**src/hw/ciaf_defs.vh**
```
// Constants for the interrupt acceptance flag block
`ifndef CIAF_DEFS_VH
`define CIAF_DEFS_VH

// Register offsets
`define CIAF_OFS_FLAGS   4'h0
`define CIAF_OFS_STATUS  4'h1
`define CIAF_OFS_HSP     4'h2
`define CIAF_OFS_TSP     4'h3

// Flag word field positions
`define CIAF_BIT_MASK    0
`define CIAF_BIT_SSEL    1
`define CIAF_BIT_RSVD    7
`define CIAF_PRI_LSB     12
`define CIAF_PRI_MSB     14

// Reset values
`define CIAF_FLAGS_RST   16'h0000
`define CIAF_SP_RST      16'h0000

// Field widths and limits
`define CIAF_PRI_W       3
`define CIAF_TRAP_LAST   6'h1f

`endif

```
**src/hw/ciaf_flags.v**
```verilog
// Interrupt acceptance flags: mask gate, stack select, priority level
//
// Notes on behaviour
// - Mask gate at 0 blocks maskable requests; at 1 they are considered.
// - Any acknowledged interrupt clears the mask gate to 0.
// - Stack select 0 picks handler stack pointer, 1 picks task stack pointer.
// - Hardware acknowledge or software trap 0..31 clears stack select.
// - Priority level field is three bits, levels 0 through 7.
// - Request accepted only when its priority exceeds current level.
// - Low reset input forces the reset state.
`timescale 1ns/100ps
`include "ciaf_defs.vh"

module ciaf_flags (
  input  wire        clk,          // CPU clock, 50 MHz
  input  wire        rst_n,        // Asynchronous reset, active low
  input  wire [3:0]  reg_addr,     // Register address
  input  wire [15:0] reg_wdata,    // Register write data
  input  wire        reg_wr,       // Write strobe
  input  wire        reg_rd,       // Read strobe
  output reg  [15:0] reg_rdata,    // Read data, one cycle after strobe
  input  wire        irq_req,      // Maskable request pending
  input  wire [2:0]  irq_pri,      // Priority of pending request
  output wire        irq_take,     // Request may be taken now
  input  wire        ack_hw,       // Hardware interrupt acknowledged, pulse
  input  wire        ack_sw,       // Software trap executed, pulse
  input  wire [5:0]  trap_num,     // Trap number beside ack_sw
  input  wire        sp_ld,        // Load selected stack pointer
  input  wire [15:0] sp_din,       // New stack pointer value
  output wire [15:0] sp_active,    // Currently selected stack pointer
  output reg         mask_gate,    // Mask gate flag
  output reg         stack_sel,    // Stack select flag
  output reg  [2:0]  cpu_priority_level // Processor priority level
);

  reg [15:0] handler_stack_pointer;
  reg [15:0] task_stack_pointer;

  // ***************************************************
  // Helpers
  // ***************************************************

  // Strict priority compare
  function pri_wins;
    input [2:0] req;
    input [2:0] cur;
    begin
      pri_wins = (req > cur);
    end
  endfunction

  // Assembles the flag word; reserved bit reads zero
  function [15:0] flag_word;
    input       m;
    input       s;
    input [2:0] p;
    begin
      flag_word = 16'h0000;
      flag_word[`CIAF_BIT_MASK] = m;
      flag_word[`CIAF_BIT_SSEL] = s;
      flag_word[`CIAF_PRI_MSB:`CIAF_PRI_LSB] = p;
    end
  endfunction

  // ***************************************************
  // Acceptance decision
  // ***************************************************

  assign irq_take = irq_req & mask_gate & pri_wins(irq_pri, cpu_priority_level);

  // ***************************************************
  // Flag register
  // ***************************************************

  // Address match against one register offset
  function addr_hit;
    input [3:0] addr;
    input [3:0] ofs;
    begin
      addr_hit = (addr == ofs);
    end
  endfunction

  // Write strobe decode per register
  wire       flags_wr;
  wire       hsp_wr;
  wire       tsp_wr;
  wire       trap_low;
  wire       any_ack;
  wire       sel_clear;

  assign flags_wr  = reg_wr && addr_hit(reg_addr, `CIAF_OFS_FLAGS);
  assign hsp_wr    = reg_wr && addr_hit(reg_addr, `CIAF_OFS_HSP);
  assign tsp_wr    = reg_wr && addr_hit(reg_addr, `CIAF_OFS_TSP);
  // Only low-numbered traps touch the stack select
  assign trap_low  = ack_sw && (trap_num <= `CIAF_TRAP_LAST);
  assign any_ack   = ack_hw || ack_sw;
  assign sel_clear = ack_hw || trap_low;

  // Next flag values
  reg        next_mask_gate;
  reg        next_stack_sel;
  reg  [2:0] next_cpu_priority_level;

  // Sequencer acknowledges win over a same-cycle software write
  always @* begin
    next_mask_gate          = mask_gate;
    next_stack_sel          = stack_sel;
    next_cpu_priority_level = cpu_priority_level;
    if (flags_wr) begin
      next_mask_gate          = reg_wdata[`CIAF_BIT_MASK];
      next_stack_sel          = reg_wdata[`CIAF_BIT_SSEL];
      next_cpu_priority_level = reg_wdata[`CIAF_PRI_MSB:`CIAF_PRI_LSB];
    end
    if (any_ack) begin
      next_mask_gate = 1'b0;
    end
    if (sel_clear) begin
      next_stack_sel = 1'b0;
    end
  end

  // Flag flops
  // reset state
  always @(posedge clk or negedge rst_n) begin
    if (!rst_n) begin
      mask_gate          <= 1'b0;
      stack_sel          <= 1'b0;
      cpu_priority_level <= 3'h0;
    end else begin
      mask_gate          <= next_mask_gate;
      stack_sel          <= next_stack_sel;
      cpu_priority_level <= next_cpu_priority_level;
    end
  end

  // ***************************************************
  // Stack pointers
  // ***************************************************

  assign sp_active = stack_sel ? task_stack_pointer : handler_stack_pointer;

  // Next pointer values
  reg [15:0] next_handler_stack_pointer;
  reg [15:0] next_task_stack_pointer;

  // Software write wins over a sequencer load
  always @* begin
    next_handler_stack_pointer = handler_stack_pointer;
    next_task_stack_pointer    = task_stack_pointer;
    if (hsp_wr) begin
      next_handler_stack_pointer = reg_wdata;
    end else if (sp_ld && !stack_sel) begin
      next_handler_stack_pointer = sp_din;
    end
    if (tsp_wr) begin
      next_task_stack_pointer = reg_wdata;
    end else if (sp_ld && stack_sel) begin
      next_task_stack_pointer = sp_din;
    end
  end

  // Pointer flops
  always @(posedge clk or negedge rst_n) begin
    if (!rst_n) begin
      handler_stack_pointer <= `CIAF_SP_RST;
      task_stack_pointer    <= `CIAF_SP_RST;
    end else begin
      handler_stack_pointer <= next_handler_stack_pointer;
      task_stack_pointer    <= next_task_stack_pointer;
    end
  end

  // ***************************************************
  // Read port
  // ***************************************************

  // Read data valid only the cycle after the strobe
  always @(posedge clk or negedge rst_n) begin
    if (!rst_n) begin
      reg_rdata <= 16'h0000;
    end else if (reg_rd) begin
      case (reg_addr)
        `CIAF_OFS_FLAGS:  reg_rdata <= flag_word(mask_gate, stack_sel, cpu_priority_level);
        `CIAF_OFS_STATUS: reg_rdata <= {12'h000, irq_take, irq_pri};
        `CIAF_OFS_HSP:    reg_rdata <= handler_stack_pointer;
        `CIAF_OFS_TSP:    reg_rdata <= task_stack_pointer;
        default:          reg_rdata <= 16'h0000;
      endcase
    end else begin
      reg_rdata <= 16'h0000;
    end
  end

endmodule

```
**config.mk**
```make
export PLATFORM = sky130hd
export DESIGN_NAME = ciaf_flags
export DESIGN_NICKNAME = d
export VERILOG_FILES = /design/src/hw/ciaf_flags.v
export VERILOG_INCLUDE_DIRS = /design/src /design/src/hw
export SDC_FILE = /design/constraint.sdc
export NUM_CORES = 1
export LEC_CHECK = 0
export BUFFER_PORTS_ARGS = -buffer_cell sky130_fd_sc_hd__buf_2
export CORE_MARGIN = 10
export CORE_UTILIZATION = 50
export CTS_CLUSTER_SIZE = 10
export DETAILED_ROUTE_END_ITERATION = 8
export GPL_ROUTABILITY_DRIVEN = 0
export PLACE_DENSITY = 0.82
export SYNTH_ARGS = -nofsm -noshare
export SYNTH_HDL_FRONTEND = slang
export SYNTH_SLANG_ARGS = --single-unit
export TNS_END_PERCENT = 10
```
**constraint.sdc**
```tcl
create_clock -name clk -period 3.7 [get_ports clk]
set_input_delay 0.555 -clock clk [delete_from_list [all_inputs] [get_ports clk]]
set_output_delay 0.555 -clock clk [all_outputs]
set_load 0.005 [all_outputs]
```
==> impl_results.md <==
- Status: completed
- Worst stage delay on the critical path: a little under 1000 ps
- Post-synthesis cell type with the largest combined area: sky130_fd_sc_hd__dfrtp_1
- Seq cells post-synth: between 50 and 60
- Detailed-router iteration count before antenna repair: 4
- Vias in the first global route: ~2300
- Number of sinks driven by the clock tree: 53
- Number of distinct library cells after synthesis: 29
- H-tree level count: 2
- Die Footprint: about 0.009 sq mm
- Count of maximum capacitance violations: 0
- Synthesized Nets: roughly 310
- Vertical die dimension: between 90 and 100 um
- Fraction of final layout cells with drive strength greater than 1: between 30% and 40%
- Routed Antenna Nets: 0
- Final TNS setup: 0 ps
- Clock slew at reported path FFs: approximately 100 ps
- Leading cell type by number of instances after synthesis: sky130_fd_sc_hd__dfrtp_1
- Sort of element at the end of the critical path: primary output
- Achievable frequency: just over 0.4 GHz
- Met3 Usage GRT: just over 4%
- Number of DRC markers in iteration 0: 45
- Global Route met2 Usage: between 20% and 30%
- Core footprint: 0.00547 sq mm
- Final routed wirelength across all metal layers: 6710 um
- Met1 Resource Use GR: 18.4%
- Largest net degree at the start of global routing: 34
- Bufs on Longest Clock Path: 2
- Top cells by instance count after synthesis: 53 x sky130_fd_sc_hd__dfrtp_1, 43 x sky130_fd_sc_hd__mux2i_1, 30 x sky130_fd_sc_hd__nor2_1
- DR WL/cell: about 17 um
- Min Clock Period, post-route: 2410 ps
- Worst path arrival time: roughly 1900 ps
- Slew margin rel.: between 30% and 40%
- Sequence of cells on the critical path: mux2_2, buf_2
- Most instantiated flip-flop cell in the synthesis netlist: sky130_fd_sc_hd__dfrtp_1
- Clk Latency, worst-skew pair: roughly 300 ps
- Cell types with the largest area share after synthesis: sky130_fd_sc_hd__dfrtp_1 48%, sky130_fd_sc_hd__mux2i_1 15%, sky130_fd_sc_hd__mux2_2 9.7%
- Top delay family on crit path: flip-flops
- Syn avg cell area: 11.2 sq um
- Sequential fraction of the synthesis area: a little under half
- Power per unit of standard cell area: 422 mW/mm^2
- TritonCTS clock tree: built
- Number of warnings printed during yosys synthesis: 0
- FFs w/ async S/R, synth: 100%
- Die span in x: between 90 and 100 um
- Final design utilization: between 60% and 70%
- Final Cycle Share: 65.2%
- Leakage dissipation: around 1.7 nW
- Worst Max-Slew Pin Slew: between 900 and 1000 ps
- Count of pins over their slew limit: 0
- Antenna violations before repair: 0
- Setup violators final: 0
- Highest fanout seen on the critical path: 21
- Post-synthesis instance total: between 200 and 300
- Count of input and output buffers: 85
- Overall routing resource usage: between 15 and 20%
- Number of hold violations in the final report: 0
- First-pass GRT wire length: around 11000 um
- Peak supply drop: 0.196 mV
- Signed area change from the synthesized netlist to the final layout: 18.3%
- Slowest cell on the critical path: sky130_fd_sc_hd__dfrtp_1
- Area share of the leading cell type in the synthesized netlist: between 40% and 50%
- Setup repair after global routing missed its margin: false
- Total inserted antenna cells: 0
- Critical path start-end classification: reg -> out
- Count of hold buffers inserted by post-cts repair: 0
- Boundary Pins: between 90 and 100
- Post-synth EDFFs: 0
- Placed wire-length estimate: 5040 um
- Vias per cell: about 5.2
- Post-synth design cell area: 0.00279 sq mm
- Starting Density: 51.0%
- Path category of the worst min-delay check: in -> async
- Launching element type of the critical path: flop
- Worst clock skew: ~11 ps
- Vias: roughly 2100
- Number of buffers created by CTS: 5
- Residual overflow from global routing: 0
- Required time reported for the critical path endpoint: between 3000 and 4000 ps
- Core Rows: 27
- Post-route DRC violation count: 0
- Buffers plus inverters on the worst setup path: 1
- Final layout net count: around 390
- CTS resizes: 0
- Post-CTS Setup Bufs: 0
- Most Crowded Layer GR: met2
- Clock root buffer: sky130_fd_sc_hd__clkbuf_8
-- power breakdown --
part	total [mW]	switching (mW)	internal (mW)
sequential	0.715	0.0575	0.657
combinational	0.283	0.132	0.151
clock	0.396	0.194	0.203
total	1.39	0.383	1.01
-- routing by layer --
metal	part of all wire (%)	vias to the layer above
met1	42	1012
met2	50	59
met3	6.7	4
li1	-	1037
met5	0	-
met4	0.66	0
-- stage by stage --
stage / worst slack (ps) / instances / hold slack, ps / total power, mW / cell area (sq um)
5_1_grt: 1220 / 404 / 226 / 1.48 / 3300
3_5_place_dp: 1440 / 396 / 534 / 1.01 / 3180
6_report: 1290 / 404 / 189 / 1.39 / 3300
3_3_place_gp: 1530 / 396 / 519 / 0.997 / 3180
4_1_cts: 1280 / 404 / 205 / 1.41 / 3300
2_1_floorplan: 1950 / 250 / 259 / 0.893 / 2790
-- cell usage in the layout (no fill, tap or decap), types with 2 or more instances in the layout --
cell type / count
sky130_fd_sc_hd__o21ai_1: 4
sky130_fd_sc_hd__a21oi_1: 18
sky130_fd_sc_hd__and3_1: 2
sky130_fd_sc_hd__buf_4: 4
sky130_fd_sc_hd__nor3_1: 3
sky130_fd_sc_hd__mux4_2: 2
sky130_fd_sc_hd__dfrtp_1: 53
sky130_fd_sc_hd__clkbuf_8: 5
sky130_fd_sc_hd__a22oi_1: 3
sky130_fd_sc_hd__nand2_1: 19
sky130_fd_sc_hd__nand3_1: 2
sky130_fd_sc_hd__mux2i_1: 43
sky130_fd_sc_hd__inv_1: 5
sky130_fd_sc_hd__ha_1: 3
sky130_fd_sc_hd__nor2_4: 2
sky130_fd_sc_hd__o21ai_0: 13
sky130_fd_sc_hd__mux2_2: 24
sky130_fd_sc_hd__buf_2: 85
sky130_fd_sc_hd__nor2_1: 30
-- state kept, by name (all words and copies together), names as in the netlist --
name	flops
handler_stack_pointer	16
stack_sel	1
task_stack_pointer	16
reg_rdata	16
cpu_priority_level	3
mask_gate	1
-- worst paths after layout --
path | from | to | slack (ps) | depth (start not counted)
max | stack_sel | sp_active[11] | 1290 | 2
min | rst_n | task_stack_pointer[3] | 190 | 1
max reg2reg | stack_sel | handler_stack_pointer[13] | 1480 | 4
min reg2reg | handler_stack_pointer[4] | reg_rdata[4] | 550 | 2
max in group asynchronous | rst_n | handler_stack_pointer[8] | 2720 | 2
min in group clk | ack_hw | mask_gate | 410 | 2
-- cell type report --
type	instances	area, sq um
clock buffer	5	68.8
clock inverter	3	46.3
fill	494	2170
inverter	5	18.8
multi-input combinational	177	1290
sequential	53	1330
tap	72	90.1
timing repair buffer	89	455
-- cells by family (layout without fill, tap and decap cells) --
kind of cell,after synthesis,in the layout,synth area share (%)
AND/OR/NAND/NOR,66,66,10.9
adder cells (fa/ha/maj),3,3,1.35
buffers and inverters,20,102,6.15
multiplexers,69,69,26.7
AO/OA/AOI/OAI,39,39,7.36
flip-flops,53,53,47.6
Note: power is estimated with default switching activity, not from simulation.
